**config.mk**
```make
export PLATFORM = sky130hd
export DESIGN_NAME = tcl_regs
export DESIGN_NICKNAME = d
export VERILOG_FILES = /design/src/tcl_smb.v /design/src/tcl_regs.v
export VERILOG_INCLUDE_DIRS = /design/src
export SDC_FILE = /design/constraint.sdc
export NUM_CORES = 1
export LEC_CHECK = 0
export ABC_AREA = 0
export BUFFER_PORTS_ARGS = -buffer_cell sky130_fd_sc_hd__buf_2
export CAP_MARGIN = 40
export CORE_MARGIN = 10
export CORE_UTILIZATION = 57
export CTS_CLUSTER_DIAMETER = 200
export DETAILED_ROUTE_END_ITERATION = 8
export MAX_ROUTING_LAYER = met4
export PLACE_DENSITY = 0.77
export SKIP_LAST_GASP = 1
export SYNTH_ARGS = -nofsm -noshare
export SYNTH_HDL_FRONTEND = slang
export SYNTH_HIERARCHICAL = 1
export SYNTH_SLANG_ARGS = --single-unit
```
**constraint.sdc**
```tcl
create_clock -name clk -period 3.3 [get_ports clk]
set_input_delay 0.99 -clock clk [delete_from_list [all_inputs] [get_ports clk]]
set_output_delay 0.99 -clock clk [all_outputs]
set_load 0.1 [all_outputs]
```
**src/tcl_defs.vh**
```
// Constants for the thermal control and limit register bank.
// Assumes byte-wide registers reached by command byte over the serial bus.
`ifndef TCL_DEFS_VH
`define TCL_DEFS_VH

// Command byte of each register
`define TCL_OFS_STATUS   8'h02
`define TCL_OFS_CONFIG   8'h03
`define TCL_OFS_MASK     8'h04
`define TCL_OFS_LHI      8'h05
`define TCL_OFS_LLO      8'h06
`define TCL_OFS_RHI      8'h07

// Power-up and warm-reset values
`define TCL_RST_CONFIG   8'h80
`define TCL_RST_MASK     8'h07
`define TCL_RST_LHI      8'h3c
`define TCL_RST_LLO      8'h00
`define TCL_RST_RHI      8'h50
`define TCL_RST_STATUS   8'h00

// Control settings fields
`define TCL_CFG_IE       7
`define TCL_CFG_SLEEP_SELECT     6
`define TCL_CFG_FQ_HI    5
`define TCL_CFG_FQ_LO    4
`define TCL_CFG_RES_HI   3
`define TCL_CFG_RES_LO   2
`define TCL_CFG_RSVD     1
`define TCL_CFG_RST      0

// Event bit positions, shared by status and mask
`define TCL_EV_READY     7
`define TCL_EV_LHI       6
`define TCL_EV_LLO       5
`define TCL_EV_RHI       4
`define TCL_EV_RLO       3
`define TCL_EV_DIODE     2
`define TCL_EV_RCRIT     1
`define TCL_EV_LCRIT     0

// Lock bit positions
`define TCL_LK_LCRIT     0
`define TCL_LK_RCRIT     1
`define TCL_LK_DIODE     2
`define TCL_LK_SLEEP     3
`define TCL_LK_WARM      4

// Fault queue depths per two-bit code
`define TCL_FQ_CODE0     2'h0
`define TCL_FQ_CODE1     2'h1
`define TCL_FQ_CODE2     2'h2
`define TCL_FQ_DEPTH0    3'h1
`define TCL_FQ_DEPTH1    3'h2
`define TCL_FQ_DEPTH2    3'h4
`define TCL_FQ_DEPTH3    3'h6

// Bits per byte on the serial bus
`define TCL_BYTE_BITS    4'h8

`endif

```
**src/tcl_smb.v**
```verilog
// Byte-level slave of the two-wire management bus: address, command, data.
// Assumes raw pin levels on scl_in and sda_in; the bus clock is far slower than clk.
`timescale 1ns/1ps
`default_nettype none
`include "tcl_defs.vh"

module tcl_smb #(
    parameter [6:0] DEV_ADDR = 7'h2a        // Arbitrary bus address
) (
    input  wire       clk,                  // System clock
    input  wire       arst_n,               // Asynchronous reset, active low
    input  wire       scl_in,               // Bus clock pin level
    input  wire       sda_in,               // Bus data pin level
    output reg        sda_out,              // Data pin drive value, always low
    output reg        sda_oe,               // Pull data pin low while high
    input  wire [7:0] rd_data,              // Register value at the pointer
    output reg  [7:0] ptr,                  // Command byte last received
    output reg        wr_stb,               // One-cycle pulse, byte written
    output reg  [7:0] wr_data,              // Byte written
    output reg        rd_stb                // One-cycle pulse, byte sent
);

    localparam [2:0] S_IDLE = 3'h0;
    localparam [2:0] S_ADDR = 3'h1;
    localparam [2:0] S_CMD  = 3'h2;
    localparam [2:0] S_WDAT = 3'h3;
    localparam [2:0] S_ACK  = 3'h4;
    localparam [2:0] S_RDAT = 3'h5;
    localparam [2:0] S_MACK = 3'h6;

    reg       scl_s1, scl_s2, scl_d;
    reg       sda_s1, sda_s2, sda_d;
    reg [2:0] st_r;
    reg [2:0] after_r;
    reg [3:0] cnt_r;
    reg [7:0] sh_r;
    reg       mack_r;

    wire scl_rise = scl_s2 & ~scl_d;
    wire scl_fall = ~scl_s2 & scl_d;
    wire bus_start = scl_s2 & scl_d & sda_d & ~sda_s2;
    wire bus_stop  = scl_s2 & scl_d & ~sda_d & sda_s2;

    // Two-flop synchronisers, then one delay stage for edge finding
    always @(posedge clk or negedge arst_n) begin
        if (!arst_n) begin
            scl_s1 <= 1'b1;
            scl_s2 <= 1'b1;
            scl_d  <= 1'b1;
            sda_s1 <= 1'b1;
            sda_s2 <= 1'b1;
            sda_d  <= 1'b1;
        end else begin
            scl_s1 <= scl_in;
            scl_s2 <= scl_s1;
            scl_d  <= scl_s2;
            sda_s1 <= sda_in;
            sda_s2 <= sda_s1;
            sda_d  <= sda_s2;
        end
    end

    // Transfer sequencer; data changes only on falling bus clock
    always @(posedge clk or negedge arst_n) begin
        if (!arst_n) begin
            st_r    <= S_IDLE;
            after_r <= S_IDLE;
            cnt_r   <= 4'h0;
            sh_r    <= 8'h00;
            mack_r  <= 1'b0;
            sda_out <= 1'b0;
            sda_oe  <= 1'b0;
            ptr     <= 8'h00;
            wr_stb  <= 1'b0;
            wr_data <= 8'h00;
            rd_stb  <= 1'b0;
        end else begin
            wr_stb <= 1'b0;
            rd_stb <= 1'b0;
            sda_out <= 1'b0;                // Open drain: only ever pulls low
            if (bus_start) begin
                st_r   <= S_ADDR;
                cnt_r  <= 4'h0;
                sda_oe <= 1'b0;
            end else if (bus_stop) begin
                st_r   <= S_IDLE;
                sda_oe <= 1'b0;
            end else begin
                case (st_r)
                    S_ADDR, S_CMD, S_WDAT: begin
                        if (scl_rise && cnt_r != `TCL_BYTE_BITS) begin
                            sh_r  <= {sh_r[6:0], sda_s2};
                            cnt_r <= cnt_r + 4'h1;
                        end else if (scl_fall && cnt_r == `TCL_BYTE_BITS) begin
                            cnt_r  <= 4'h0;
                            st_r   <= S_ACK;
                            sda_oe <= 1'b1;
                            if (st_r == S_ADDR) begin
                                if (sh_r[7:1] != DEV_ADDR) begin
                                    st_r   <= S_IDLE;
                                    sda_oe <= 1'b0;
                                end
                                after_r <= sh_r[0] ? S_RDAT : S_CMD;
                            end else if (st_r == S_CMD) begin
                                ptr     <= sh_r;
                                after_r <= S_WDAT;
                            end else begin
                                wr_stb  <= 1'b1;
                                wr_data <= sh_r;
                                after_r <= S_IDLE;
                            end
                        end
                    end
                    S_ACK, S_MACK: begin
                        if (scl_rise) begin
                            mack_r <= ~sda_s2;
                        end
                        if (scl_fall) begin
                            if ((st_r == S_ACK && after_r == S_RDAT) ||
                                (st_r == S_MACK && mack_r)) begin
                                sh_r   <= rd_data;
                                sda_oe <= ~rd_data[7];
                                rd_stb <= 1'b1;
                                cnt_r  <= 4'h1;
                                st_r   <= S_RDAT;
                            end else begin
                                sda_oe <= 1'b0;
                                st_r   <= (st_r == S_ACK) ? after_r : S_IDLE;
                            end
                        end
                    end
                    S_RDAT: begin
                        if (scl_fall) begin
                            if (cnt_r == `TCL_BYTE_BITS) begin
                                sda_oe <= 1'b0;
                                mack_r <= 1'b0;
                                st_r   <= S_MACK;
                            end else begin
                                sda_oe <= ~sh_r[6];
                                sh_r   <= {sh_r[6:0], 1'b0};
                                cnt_r  <= cnt_r + 4'h1;
                            end
                        end
                    end
                    default: begin
                        sda_oe <= 1'b0;
                    end
                endcase
            end
        end
    end

endmodule // tcl_smb

`default_nettype wire

```
**src/tcl_regs.v**
```verilog
// Control, mask and limit registers of a two-zone temperature supervisor.
// Assumes a converter on clk that pulses conv_done with fresh results, and lock
// bits held by a separate lock register on the same clock.
//
// Overview of operation
// - Control bit 7 enables interrupt signalling when 1.
// - Control bit 6 set puts the device in shutdown.
// - Queue depth code 00,01,10,11 gives 1,2,4,6 consecutive faults.
// - Resolution code selects 9 to 12 bits; drives the converter.
// - Writing 1 to control bit 0 performs a warm reset to defaults.
// - Warm restart lockout makes writes of the restart bit ignored.
// - Control register resets to 0x80.
// - Any control write purges every fault queue.
// - Any control write aborts the running conversion and drops its result.
// - After a control write a fresh conversion sequence starts.
// - Mask register has one enable bit per event source.
// - Mask register resets to 0x07.
// - Local upper limit is read/write, resets to 0x3c.
// - Local lower limit is read/write, resets to 0x00.
// - Remote upper limit high byte is read/write, resets to 0x50.
// - Limits are two's complement, one degree per bit.
// - A limit write purges that limit's fault queue.
// - Status holds ready and event flags; reading it clears them.
// - Critical locks force their own mask bit (0 local, 1 remote) and interrupt enable on.
// - Sleep lockout blocks shutdown and leaves shutdown at once.
`timescale 1ns/1ps
`default_nettype none
`include "tcl_defs.vh"

module tcl_regs #(
    parameter [6:0] DEV_ADDR = 7'h2a        // Arbitrary bus address
) (
    input  wire       clk,                  // System clock, 50 MHz
    input  wire       arst_n,               // Asynchronous reset, active low
    input  wire       scl_in,               // Bus clock pin
    input  wire       sda_in,               // Bus data pin level
    output wire       sda_out,              // Bus data drive value
    output wire       sda_oe,               // Bus data drive enable
    output reg        int_out,              // Interrupt pin drive value, low
    output reg        int_oe,               // Interrupt pin pulled low
    input  wire [4:0] lock_bits,            // Lock register bits
    input  wire       conv_done,            // Conversion finished pulse
    input  wire [7:0] local_temp,           // Local result, whole degrees
    input  wire [7:0] remote_temp,          // Remote result, high byte
    input  wire       remote_low_trip,      // Remote below low limit
    input  wire       diode_fault,          // Remote diode fault
    input  wire       local_crit_trip,      // Local over-temperature
    input  wire       remote_crit_trip,     // Remote over-temperature
    output reg        sleep_select,         // Shutdown request
    output reg  [1:0] adc_bit_width_sel,    // Remote resolution code
    output reg        conv_abort,           // Abort conversion pulse
    output reg        conv_start,           // Start conversion pulse
    output reg        warm_reset            // Warm reset pulse to others
);

    reg        irq_global_enable;
    reg  [1:0] trip_queue_depth;
    reg  [7:0] event_enable_mask;
    reg  [7:0] local_upper_limit;
    reg  [7:0] local_lower_limit;
    reg  [7:0] remote_upper_limit_msb;
    reg  [7:0] status_r;
    reg  [2:0] q_lhi_r;
    reg  [2:0] q_llo_r;
    reg  [2:0] q_rhi_r;
    reg  [7:0] rd_mux;
    reg  [7:0] ev_set;
    wire [7:0] ptr;
    wire       wr_stb;
    wire [7:0] wr_data;
    wire       rd_stb;

    // Control power-up value, sliced per field for both resets
    localparam [7:0] CFG_DFLT = `TCL_RST_CONFIG;

    // Queue depth decoding
    function [2:0] fq_depth;
        input [1:0] code;
        begin
            case (code)
                `TCL_FQ_CODE0: fq_depth = `TCL_FQ_DEPTH0;
                `TCL_FQ_CODE1: fq_depth = `TCL_FQ_DEPTH1;
                `TCL_FQ_CODE2: fq_depth = `TCL_FQ_DEPTH2;
                default:       fq_depth = `TCL_FQ_DEPTH3;
            endcase
        end
    endfunction

    // Consecutive fault count, saturating at the depth
    function [2:0] q_step;
        input [2:0] cnt;
        input       fault;
        input [2:0] depth;
        begin
            if (!fault)
                q_step = 3'h0;
            else if (cnt >= depth)
                q_step = depth;
            else
                q_step = cnt + 3'h1;
        end
    endfunction

    // Serial bus slave
    tcl_smb #(
        .DEV_ADDR (DEV_ADDR)
    ) u_smb (
        .clk     (clk),
        .arst_n  (arst_n),
        .scl_in  (scl_in),
        .sda_in  (sda_in),
        .sda_out (sda_out),
        .sda_oe  (sda_oe),
        .rd_data (rd_mux),
        .ptr     (ptr),
        .wr_stb  (wr_stb),
        .wr_data (wr_data),
        .rd_stb  (rd_stb)
    );

    // Write decode and lock qualifiers
    wire wr_cfg   = wr_stb && (ptr == `TCL_OFS_CONFIG);
    wire wr_mask  = wr_stb && (ptr == `TCL_OFS_MASK);
    wire wr_lhi   = wr_stb && (ptr == `TCL_OFS_LHI);
    wire wr_llo   = wr_stb && (ptr == `TCL_OFS_LLO);
    wire wr_rhi   = wr_stb && (ptr == `TCL_OFS_RHI);
    wire rd_stat  = rd_stb && (ptr == `TCL_OFS_STATUS);
    wire lk_lcrit = lock_bits[`TCL_LK_LCRIT];
    wire lk_rcrit = lock_bits[`TCL_LK_RCRIT];
    wire lk_diode = lock_bits[`TCL_LK_DIODE];
    wire lk_sleep = lock_bits[`TCL_LK_SLEEP];
    wire lk_warm  = lock_bits[`TCL_LK_WARM];
    wire do_warm  = wr_cfg && wr_data[`TCL_CFG_RST] && !lk_warm;

    // A result landing while the conversion is aborted is dropped
    wire conv_ok  = conv_done && !wr_cfg && !conv_abort;

    wire [2:0] depth = fq_depth(trip_queue_depth);
    wire lhi_fault = $signed(local_temp) > $signed(local_upper_limit);
    wire llo_fault = $signed(local_temp) < $signed(local_lower_limit);
    wire rhi_fault = $signed(remote_temp) > $signed(remote_upper_limit_msb);
    wire [2:0] lhi_nxt = q_step(q_lhi_r, lhi_fault, depth);
    wire [2:0] llo_nxt = q_step(q_llo_r, llo_fault, depth);
    wire [2:0] rhi_nxt = q_step(q_rhi_r, rhi_fault, depth);

    // Events raised by this conversion
    always @* begin
        ev_set = 8'h00;
        if (conv_ok) begin
            ev_set[`TCL_EV_READY] = 1'b1;
            ev_set[`TCL_EV_LHI]   = lhi_fault && (lhi_nxt == depth);
            ev_set[`TCL_EV_LLO]   = llo_fault && (llo_nxt == depth);
            ev_set[`TCL_EV_RHI]   = rhi_fault && (rhi_nxt == depth);
            ev_set[`TCL_EV_RLO]   = remote_low_trip;
            ev_set[`TCL_EV_DIODE] = diode_fault;
            ev_set[`TCL_EV_RCRIT] = remote_crit_trip;
            ev_set[`TCL_EV_LCRIT] = local_crit_trip;
        end
    end

    // Register read multiplexer; unmapped commands read zero
    always @* begin
        case (ptr)
            `TCL_OFS_STATUS: rd_mux = status_r;
            `TCL_OFS_CONFIG: rd_mux = {irq_global_enable, sleep_select,
                                       trip_queue_depth, adc_bit_width_sel,
                                       2'h0};
            `TCL_OFS_MASK:   rd_mux = event_enable_mask;
            `TCL_OFS_LHI:    rd_mux = local_upper_limit;
            `TCL_OFS_LLO:    rd_mux = local_lower_limit;
            `TCL_OFS_RHI:    rd_mux = remote_upper_limit_msb;
            default:         rd_mux = 8'h00;
        endcase
    end

    // Control settings, mask and limits; warm reset restores defaults
    always @(posedge clk or negedge arst_n) begin
        if (!arst_n) begin
            irq_global_enable      <= CFG_DFLT[`TCL_CFG_IE];
            sleep_select           <= CFG_DFLT[`TCL_CFG_SLEEP_SELECT];
            trip_queue_depth       <= CFG_DFLT[`TCL_CFG_FQ_HI:`TCL_CFG_FQ_LO];
            adc_bit_width_sel      <= CFG_DFLT[`TCL_CFG_RES_HI:`TCL_CFG_RES_LO];
            event_enable_mask      <= `TCL_RST_MASK;
            local_upper_limit      <= `TCL_RST_LHI;
            local_lower_limit      <= `TCL_RST_LLO;
            remote_upper_limit_msb <= `TCL_RST_RHI;
        end else if (do_warm) begin
            irq_global_enable      <= CFG_DFLT[`TCL_CFG_IE];
            sleep_select           <= CFG_DFLT[`TCL_CFG_SLEEP_SELECT];
            trip_queue_depth       <= CFG_DFLT[`TCL_CFG_FQ_HI:`TCL_CFG_FQ_LO];
            adc_bit_width_sel      <= CFG_DFLT[`TCL_CFG_RES_HI:`TCL_CFG_RES_LO];
            event_enable_mask      <= `TCL_RST_MASK;
            local_upper_limit      <= `TCL_RST_LHI;
            local_lower_limit      <= `TCL_RST_LLO;
            remote_upper_limit_msb <= `TCL_RST_RHI;
        end else begin
            if (wr_cfg) begin
                irq_global_enable <= wr_data[`TCL_CFG_IE];
                sleep_select      <= wr_data[`TCL_CFG_SLEEP_SELECT];
                trip_queue_depth  <= wr_data[`TCL_CFG_FQ_HI:`TCL_CFG_FQ_LO];
                adc_bit_width_sel <= wr_data[`TCL_CFG_RES_HI:`TCL_CFG_RES_LO];
            end
            if (lk_lcrit || lk_rcrit || (lk_diode && event_enable_mask[`TCL_EV_DIODE]))
                irq_global_enable <= 1'b1;
            if (lk_sleep)
                sleep_select <= 1'b0;
            if (wr_mask) begin
                event_enable_mask <= wr_data;
                if (lk_diode)
                    event_enable_mask[`TCL_EV_DIODE] <=
                        event_enable_mask[`TCL_EV_DIODE];
            end
            if (lk_lcrit)
                event_enable_mask[`TCL_EV_LCRIT] <= 1'b1;
            if (lk_rcrit)
                event_enable_mask[`TCL_EV_RCRIT] <= 1'b1;
            if (wr_lhi)
                local_upper_limit <= wr_data;
            if (wr_llo)
                local_lower_limit <= wr_data;
            if (wr_rhi)
                remote_upper_limit_msb <= wr_data;
        end
    end

    // Fault queues: purged by control writes and their own limit write
    always @(posedge clk or negedge arst_n) begin
        if (!arst_n) begin
            q_lhi_r <= 3'h0;
            q_llo_r <= 3'h0;
            q_rhi_r <= 3'h0;
        end else if (wr_cfg) begin
            q_lhi_r <= 3'h0;
            q_llo_r <= 3'h0;
            q_rhi_r <= 3'h0;
        end else begin
            if (wr_lhi)
                q_lhi_r <= 3'h0;
            else if (conv_ok)
                q_lhi_r <= lhi_nxt;
            if (wr_llo)
                q_llo_r <= 3'h0;
            else if (conv_ok)
                q_llo_r <= llo_nxt;
            if (wr_rhi)
                q_rhi_r <= 3'h0;
            else if (conv_ok)
                q_rhi_r <= rhi_nxt;
        end
    end

    // Sticky status; a new event wins over the read clear
    always @(posedge clk or negedge arst_n) begin
        if (!arst_n)
            status_r <= `TCL_RST_STATUS;
        else if (do_warm)
            status_r <= `TCL_RST_STATUS;
        else if (rd_stat)
            status_r <= ev_set;
        else
            status_r <= status_r | ev_set;
    end

    // Interrupt pin, converter sequencing and warm reset pulse
    always @(posedge clk or negedge arst_n) begin
        if (!arst_n) begin
            int_out    <= 1'b0;
            int_oe     <= 1'b0;
            conv_abort <= 1'b0;
            conv_start <= 1'b0;
            warm_reset <= 1'b0;
        end else begin
            int_out    <= 1'b0;
            int_oe     <= irq_global_enable &&
                          (|(status_r & event_enable_mask));
            conv_abort <= wr_cfg;
            conv_start <= conv_abort;
            warm_reset <= do_warm;
        end
    end

endmodule // tcl_regs

`default_nettype wire

```
# --- After elaboration in Yosys (flattened, before gate mapping) ---
# Cells that the tools add are included.
classes:
  addsub: 4
  magnitude_cmp: 6
  eq_ne: 40
  mux: 98
  bitwise: 20
  n_reduce_logical: 54
ops:
  columns: ["op", "n"]
  rows:
  - ["2-to-1 mux 8 bit", 16]
  - ["2-to-1 mux 3 bit", 28]
  - ["case mux 8 bit (6 select lines)", 1]
  - ["2-to-1 mux 1 bit", 34]
  - ["equality test 8 x 3 -> 1 bit, second input constant", 4]
  - ["2-to-1 mux 4 bit", 8]
  - ["case mux 8 bit (3 select lines)", 1]
  - ["nonzero test 3 bit", 8]
  - ["AND reduction 7 bit", 3]
  - ["!= test 4 x 1 -> 1 bit, second input constant", 5]
  - ["logical AND 1 bit", 19]
  - ["case mux 3 bit (3 select lines)", 2]
  - ["equality test 8 x 2 -> 1 bit, second input constant", 2]
  - ["> comparator 8 bit", 2]
  - ["!= test 2 x 1 -> 1 bit, second input constant", 8]
  - ["equality test 3 bit, second input constant", 4]
  - ["case mux 4 bit (3 select lines)", 1]
  - ["AND reduction 6 bit", 2]
  - ["nonzero test 2 bit", 6]
  - ["inverter 1 bit", 11]
  - ["2-to-1 mux 2 bit", 5]
  - ["adder 3 x 1 -> 3 bit, second input constant", 3]
  - ["equality test 3 bit", 3]
  - [">= comparator 3 bit", 3]
  - ["other kinds (30)", 43]
word_totals:
  regBits: 103
  in_bits: 30
  wordCells: 257

# --- Longest topological paths before layout ---
# Gate-level depths: netlist of run 1.
logic_depth:
  depth_word: 11
  ltp_mapped: 11
  ltp_nobuf: 9

# --- Modules after synthesis ---
# Netlist of run 1, hierarchy kept.
modules_own_cells:
  columns: ["module", "instances", "cells_each", "area_per_inst_um2"]
  rows:
  - ["tcl_regs", 1, 428, 3983.8]
  - ["tcl_smb", 1, 218, 2298.5]

# --- Worst setup path before layout of run 1 ---
# No wires, ideal clock.
synth_timing:
  kind: "register to register"
  startpoint: "reg trip_queue_depth[0]"
  endpoint: "reg q_lhi_r[2]"
  setup_time_ns: 0.120
  arrival_ns: 2.482
  required_ns: 3.180
  setup_slack_ns: 0.698
  stages_incl_launch_ff: 12
  path_cell_list: "dfrtp_1 buf_2 inv_1 buf_2 nand2_1 inv_1 ha_1 nand2b_1 maj3_1 a21oi_1 mux2_2 a31o_1"
synth_between:
  elab_chain_cells: 8
  elab_cells_between_ends: 10
  cone_classes: "order compare: 1; eq/ne: 2; mux: 6; reduce/logical: 1"
synth_lines:
  columns: ["item", "line", "rtl"]
  rows:
  - ["start, declared", "tcl_regs.v:57", "reg [1:0] trip_queue_depth;"]
  - ["start signal, assigned", "tcl_regs.v:181", "trip_queue_depth <= CFG_DFLT[`TCL_CFG_FQ_HI:`TCL_CFG_FQ_LO];"]
  - ["start signal, assigned", "tcl_regs.v:190", "trip_queue_depth <= CFG_DFLT[`TCL_CFG_FQ_HI:`TCL_CFG_FQ_LO];"]
  - ["start signal, assigned", "tcl_regs.v:200", "trip_queue_depth <= wr_data[`TCL_CFG_FQ_HI:`TCL_CFG_FQ_LO];"]
  - ["equality test 2 bit, or another cell as far along", "tcl_regs.v:80", "case (code)"]
  - ["case mux 3 bit (3 select lines) (*)", "tcl_regs.v:80", null]
  - [">= comparator 3 bit", "tcl_regs.v:97", "else if (cnt >= depth)"]
  - ["2-to-1 mux 3 bit (*)", "tcl_regs.v:97", null]
  - ["2-to-1 mux 3 bit (*)", "tcl_regs.v:95", "if (!fault)"]
  - ["2-to-1 mux 3 bit (*)", "tcl_regs.v:239", "else if (conv_ok)"]
  - ["2-to-1 mux 3 bit (*)", "tcl_regs.v:237", "if (wr_lhi)"]
  - ["2-to-1 mux 3 bit (*)", "tcl_regs.v:232", "end else if (wr_cfg) begin"]
  - ["end signal, assigned", "tcl_regs.v:240", "q_lhi_r <= lhi_nxt;"]
  - ["end, declared", "tcl_regs.v:63", "reg [2:0] q_lhi_r;"]
# Every way passes the cells marked *; elsewhere a longest branch is shown, timed or not. The select of a mux whose other input is x is not followed.
# A chain may end at the register's enable or synchronous reset.

# --- Worst setup path after layout of run 1 ---
layout_timing:
  startpoint: "reg trip_queue_depth[0]"
  endpoint: "reg q_rhi_r[1]"
layout_between:
  elab_chain_cells: 8
  elab_cells_between_ends: 10
  cone_classes: "order compare: 1; eq/ne: 2; mux: 6; reduce/logical: 1"
layout_lines:
  columns: ["item", "line", "rtl"]
  rows:
  - ["equality test 2 bit, or another cell as far along", "tcl_regs.v:80", null]
  - ["case mux 3 bit (3 select lines) (*)", "tcl_regs.v:80", null]
  - [">= comparator 3 bit", "tcl_regs.v:97", null]
  - ["2-to-1 mux 3 bit (*)", "tcl_regs.v:97", null]
  - ["2-to-1 mux 3 bit (*)", "tcl_regs.v:95", null]
  - ["2-to-1 mux 3 bit (*)", "tcl_regs.v:247", "else if (conv_ok)"]
  - ["2-to-1 mux 3 bit (*)", "tcl_regs.v:245", "if (wr_rhi)"]
  - ["2-to-1 mux 3 bit (*)", "tcl_regs.v:232", null]
  - ["end signal, assigned", "tcl_regs.v:248", "q_rhi_r <= rhi_nxt;"]
  - ["end, declared", "tcl_regs.v:65", "reg [2:0] q_rhi_r;"]
# Marked as above.

==> summary.md, run 1 <==
| Metric | Value |
|---|---|
| Die X | 125 microns |
| Startpoint types | flip-flop |
| Skew final | 0.0125 ns |
| Core area | 0.0108 sq mm |
| Post-synth top flop | dfrtp_1 |
| CTS sink count | 103 |
| Global Route met2 Usage | 0.310 |
| Avg Inst Size Synth | 9.72 sq um |
| DR pass1 iterations | 5 |
| WHS Path Cells | 0 |
| CTS tree | built |
| Setup bufs post-CTS | 0 |
| Count of final setup violators | 0 |
| Share of layout cells above drive strength 1 | 0.198 |
| Area grow syn2layout | 7.79% |
| CP Capture Type | flip-flop |
| DRC errors left | 0 |
| CTS buffer count | 9 |
| Post-synth top area share | 0.347 |
| Max VDD drop | 0.353 mV |
| Buffer depth of the longest clock path | 2 |
| Req. time, crit path | 3.61 ns |
| Wirelength per Cell | 20.0 microns |
| GRT Util Overall | 0.215 |
| Top Ports | 40 |
| Register area share after synthesis | 0.413 |
| PwrDens | 416 mW/mm^2 |
| Status | completed |
| Vias | 5178 |
| RSZ-0062 raised after global routing | no |
| CTS Root Cell | clkbuf_8 |
| Post-cts resize count | 0 |
| Top cells by area, synth | dfrtp_1 (35%), ha_1 (6.8%), dfstp_2 (6.7%) |
| Slew Viols, Final | 0 |
| Leakage | 3.19 nW |
| Max-Cap Viols | 0 |
| Fin nets | 742 |
| Critical path class | flip-flop to flip-flop |
| DP HPWL | 12.4 mm |
| # fillers | 899 |
| Drt via density | 6.29 |
| Number of global-route vias before repair | 5065 |
| Critical Path AT | 3.34 ns |
| Final Hold Fails | 0 |
| Period utilization | 0.919 |
| Row cnt | 38 |
| Placed cell area | 0.00658 sq mm |
| Fmax | 330 MHz |
| Post-layout min period | 3.03 ns |
| Commonest non-fill, non-tap cell in the layout | dfrtp_1 |
| Detailed Route Iter0 Violations | 514 |
| Depth of the worst register-to-register path | 9 |
| Distinct cells, synth | 86 |
| Ys async rst share | 1.00 |
| Top Usage Layer GRT | met2 |
| Die ar. | 0.0156 sq mm |
| Most frequent cells in the layout | dfrtp_1 (87), nand2_1 (71), inv_1 (47), nor2_1 (47), a21oi_1 (42) |
| Clock latency on the worst-skew pair | 0.38 ns |
| Number of synthesized register bits | 103 |
| Synth Net Count | 710 |
| Post-route cell area | 0.00677 sq mm |
| Register Area | 0.00260 sq mm |
| Initial antenna violation count | 0 |
| Final RePlAce weighted congestion | 0.933 |
| Clock slew at reported path FFs | 0.10 ns |
| M1 GR Usage | 0.296 |
| Cell count after synthesis | 646 |
| Total negative slack | 0 ns |
| Post-synth top area cell | dfrtp_1 |
| Starting Density | 0.582 |
| I/O Buffers | 37 |
| GR Layer Usage met3 | 0.0418 |
| Hold Path Class | flip-flop to flip-flop |
| Total grt overflow | 0 |
| Wirelength, routed | 16.5 mm |
| Die Y | 125 microns |
| Slew headroom | 0.540 |
| Post-route antenna net violation count | 0 |
| Final design utilization | 0.627 |
| Yosys warning count | 6 |
| H-tree depth | 3 |
| First-pass GRT wire length | 27.0 mm |
| Number of synthesized flops with an enable pin | 0 |
| Multi-input logic area | 0.00332 sq mm |
| N_diodes | 0 |
| Largest fanout on the critical path | 11 |
| Netlist Area Pre-Place | 0.00628 sq mm |
| Largest net degree at the start of global routing | 47 |
| Slew @ Worst Pin | 0.690 ns |
| Hold buffers post-CTS | 0 |
==> final cells by class <==
class | instances | share of cell area
clock inverters | 5 | 0.00850
clock buffers | 11 | 0.0194
flip-flops and latches | 103 | 0.384
inverters | 49 | 0.0279
multi-input cells | 464 | 0.490
well taps | 140 | 0.0259
repair buffers | 51 | 0.0451
==> worst max-delay path, stage by stage (launching register included) <==
cell and delay [ns]:
dfrtp_1 0.55, inv_1 0.25, nand2_1 0.22, inv_1 0.12, ha_1 0.29, or3b_2 0.49, a211o_1 0.31, a31oi_1 0.28
o21ai_0 0.25, a21oi_1 0.19
==> final timing paths <==
kind	startpoint	slack, ns	end
worst min-delay path	u_smb/sda_s1	0.36	u_smb/sda_s2
min in group asynchronous	arst_n	0.61	q_lhi_r[2]
worst max-delay path	trip_queue_depth[0]	0.27	q_rhi_r[1]
worst min register to register	u_smb/sda_s1	0.36	u_smb/sda_s2
worst max register to register	trip_queue_depth[0]	0.27	q_rhi_r[1]
max in group asynchronous	arst_n	1.93	irq_global_enable
==> synthesized netlist by cell type (7+ instances only) <==
cell type and count:
dfrtp_1 87, nand2_1 71, inv_1 47, nor2_1 47, a21oi_1 42, ha_1 34
mux2i_1 28, o21ai_0 28, mux2_2 19, dfstp_2 16, a22oi_1 12, buf_2 11
nand3_1 11, a31oi_1 10, clkbuf_1 10, a41oi_1 8, nor2b_1 8, o211ai_1 8
mux4_2 7, nand2b_1 7, o31ai_1 7
==> power by group <==
| part | switching (mW) | leakage, nW | internal, mW | total, mW |
|---|---|---|---|---|
| Clock | 0.444 | 0.0977 | 0.353 | 0.798 |
| Sequential | 0.131 | 1.17 | 1.36 | 1.49 |
| Combinational | 0.301 | 1.92 | 0.228 | 0.529 |
==> stage by stage <==
stage                     std cells  power, mW  hold WS, ns  worst slack, ns
after floorplan                 646       1.87        0.345            0.698
after global placement          807       2.01        0.347            0.404
after detailed placement        807       2.03        0.347            0.386
after CTS                       823       2.82        0.361            0.358
after global routing            823       2.96        0.363            0.170
final                           823       2.82        0.361            0.268
==> metal layers <==
layer  share of wire  vias up
li1                -     2404
met1            0.46     2548
met5               0        -
met2            0.45      196
met3           0.073       30
met4           0.023        0
==> state kept, by name, indices dropped and copies added (netlist names), 2 cells and up <==
signal	flops
remote_upper_limit_msb	8
q_rhi_r	3
local_upper_limit	8
u_smb/sh_r	8
u_smb/after_r	3
u_smb/wr_data	8
local_lower_limit	8
q_llo_r	3
u_smb/st_r	3
u_smb/cnt_r	4
status_r	8
trip_queue_depth	2
event_enable_mask	8
adc_bit_width_sel	2
q_lhi_r	3
u_smb/ptr	8
==> cell families (layout without fill, tap and decap cells) <==
logic type	Yosys count	in the layout	synth area share
simple gates	202	202	0.165
compound gates	163	163	0.177
flops	103	103	0.413
buf+inv	79	116	0.0588
mux	54	54	0.104
fa+ha+maj	38	38	0.0741
xor+xnor	5	5	0.00697
other cells	2	2	0.00120
Power figures use the tool's default switching activity.
==> inputs of run 2 (changes only) <==
--- a/config.mk
+++ b/config.mk
@@ -9,8 +9,8 @@
 export ABC_AREA = 0
 export BUFFER_PORTS_ARGS = -buffer_cell sky130_fd_sc_hd__buf_2
 export CAP_MARGIN = 40
-export CORE_MARGIN = 10
 export CORE_UTILIZATION = 57
+export CTS_BUF_LIST = sky130_fd_sc_hd__clkbuf_4 sky130_fd_sc_hd__clkbuf_8
 export CTS_CLUSTER_DIAMETER = 200
 export DETAILED_ROUTE_END_ITERATION = 8
 export MAX_ROUTING_LAYER = met4
==> run 2 against run 1 <==
First-iteration DRC count is 14% higher. Register-to-register slack improved by 0.17 ns. Largest cell class unchanged. Global-route usage up 9.2 points. Worst hold slack got worse by 0.0038 ns. Combinational power down 4%. Sequential share of layout area down 0.11 points. Sequential cell count unchanged. Clock power is 11% higher. Maximum frequency increased by 5.8%.
==> summary.md, run 2 (synthesized netlist as in run 1, its figures left out) <==
| Metric | Value |
|---|---|
| Pre-CTS WS | 0.472 ns (+0.0854 ns) |
| Buffer depth of the longest clock path | 2 (unchanged) |
| Setup bufs post-CTS | 0 (unchanged) |
| First-pass GRT wire length | 25.9 mm (-4.1%) |
| Die Y | 107 microns (-14%) |
| Drt via density | 6.36 (+1.1%) |
| Critical path, cell by cell | inv_1 > nand2_1 > inv_1 > ha_1 > nand2b_1 > maj3_1 > a21oi_1 > mux2_2 > a31o_1 |
| Starting Density | 0.598 (+0.0157) |
| Slew headroom | 0.517 (-0.0224) |
| Slew @ Worst Pin | 0.724 ns (+0.0336 ns) |
| Final Hold Fails | 0 (unchanged) |
| Core area | 0.0105 sq mm (-2.6%) |
| Wirelength per Cell | 19.6 microns (-2.0%) |
| Number of global-route vias before repair | 4976 (-1.8%) |
| Wirelength, routed | 16.1 mm (-2.6%) |
| Commonest non-fill, non-tap cell in the layout | dfrtp_1 |
| WHS Path Cells | 0 (unchanged) |
| Row cnt | 37 (-2.6%) |
| Post-route antenna net violation count | 0 (unchanged) |
| Area grow syn2layout | 8.09% |
| N_diodes | 0 (unchanged) |
| Hold buffers post-CTS | 0 (unchanged) |
| CTS sink count | 103 (unchanged) |
| GRT Util Overall | 0.307 (+0.0917) |
| Vias | 5204 (+0.50%) |
| Die X | 107 microns (-14%) |
| Leakage | 3.19 nW (+0.25%) |
| Most frequent cells in the layout | dfrtp_1 (87), nand2_1 (71), inv_1 (47), nor2_1 (47), a21oi_1 (42) |
| CP Capture Type | flip-flop |
| Post-cts resize count | 0 (unchanged) |
| Clock slew at reported path FFs | 0.10 ns (about the same) |
| Status | completed |
| Detailed Route Iter0 Violations | 585 (+14%) |
| Die ar. | 0.0114 sq mm (-27%) |
| DP HPWL | 12.0 mm (-3.5%) |
| PwrDens | 428 mW/mm^2 (+2.9%) |
| Skew final | 0.0124 ns (-0.000110 ns) |
| Total negative slack | 0 ns (unchanged) |
| Hold Path Class | flip-flop to flip-flop |
| Max VDD drop | 0.307 mV (-13%) |
| CP delay by family, top | adder cells |
| Share of layout cells above drive strength 1 | 0.199 (+0.00176) |
| Top Ports | 40 (unchanged) |
| Worst hold endpoint | u_smb/sda_s2 |
| Total grt overflow | 0 (unchanged) |
| Hold slack final | 0.357 ns (-0.00378 ns) |
| Crit path buf inv count | 2 (unchanged) |
| Most used cell, CP | inv_1 |
| # fillers | 829 (-7.8%) |
| Critical path class | flip-flop to flip-flop |
| H-tree depth | 3 (unchanged) |
| Final RePlAce weighted congestion | 0.948 (+1.6%) |
| I/O Buffers | 37 (unchanged) |
| Hold path start | u_smb/sda_s1 |
| Reg2reg start | trip_queue_depth[1] |
| Slowest CP cell | dfrtp_1 |
| Final setup margin | 0.434 ns (+0.166 ns) |
| Clock latency on the worst-skew pair | 0.38 ns (about the same) |
| Depth of the worst register-to-register path | 9 (unchanged) |
| Largest fanout on the critical path | 11 (unchanged) |
| Slew Viols, Final | 0 (unchanged) |
| DRC errors left | 0 (unchanged) |
| Max-Cap Viols | 0 (unchanged) |
| Critical Path AT | 3.14 ns (-0.20 ns) |
| Period utilization | 0.868 (-0.0504) |
| CTS tree | built |
| DR pass1 iterations | 6 (+1) |
| Reg-to-reg setup timing slack | 0.43 ns (+0.17 ns) |
| Worst reg2reg endpoint | q_lhi_r[2] |
| Initial antenna violation count | 0 (unchanged) |
| RSZ-0062 raised after global routing | no |
| Startpoint types | flip-flop |
| Count of final setup violators | 0 (unchanged) |
| Post-layout min period | 2.87 ns (-0.166 ns) |
| Post-route cell area | 0.00679 sq mm (+0.28%) |
| Max incr delay on CP | 0.58 ns (+0.03 ns) |
| Overall Power | 2.91 mW (+3.2%) |
| CTS buffer count | 9 (unchanged) |
| CTS Root Cell | clkbuf_8 |
| Fmax | 349 MHz (+5.8%) |
| Largest net degree at the start of global routing | 50 (+6.4%) |
| Fin nets | 741 (-0.13%) |
| Req. time, crit path | 3.57 ns (-0.04 ns) |
| Placed cell area | 0.00657 sq mm (-0.19%) |
-- run 2: metal layers --
metal / wire (microns) / GRT usage / vias to the layer above
li1: - / - / 2398
met1: 7180 / 0.429 / 2552
met2: 7400 / 0.454 / 222
met3: 1180 / 0.0644 / 32
met4: 312 / 0.0881 / 0
met5: 0 / - / -
-- run 2: layout make-up --
cell class                 instances  area, sq um  area share
multi-input combinational        464         3320       0.488
tap                              136          170      0.0251
clock buffer                      11          139      0.0205
inverter                          49          189      0.0278
sequential                       103         2600       0.383
timing repair buffer              50          298      0.0439
clock inverter                     5         81.3      0.0120
-- run 2: worst max-delay path by stage --
stage,cells past startpoint,startpoint,end
detailed placement,9,trip_queue_depth[1],q_lhi_r[2]
global route,9,trip_queue_depth[1],q_lhi_r[2]
finish,9,trip_queue_depth[1],q_lhi_r[2]
floorplan,11,trip_queue_depth[0],q_lhi_r[2]
global placement,9,trip_queue_depth[1],q_rhi_r[1]
CTS,9,trip_queue_depth[1],q_lhi_r[2]
-- run 2: report_power, final --
group / switching, mW / leakage (nW) / internal (mW) / total, mW
sequential: 0.152 / 1.17 / 1.36 / 1.51
combinational: 0.285 / 1.91 / 0.224 / 0.509
clock: 0.442 / 0.111 / 0.446 / 0.888
total: 0.879 / 3.19 / 2.03 / 2.91
-- run 2: worst register-to-register path, stage by stage (launching register included) --
cell and delay, ns:
dfrtp_1 0.58, inv_1 0.21, nand2_1 0.19, inv_1 0.11
ha_1 0.27, nand2b_1 0.17, maj3_1 0.35, a21oi_1 0.30
mux2_2 0.37, a31o_1 0.21
-- run 2: stage by stage --
stage | std cells | util
final | 818 | 0.646
after global routing | 818 | 0.646
after CTS | 818 | 0.646
after detailed placement | 802 | 0.625
after global placement | 801 | 0.624
after floorplan | 646 | -
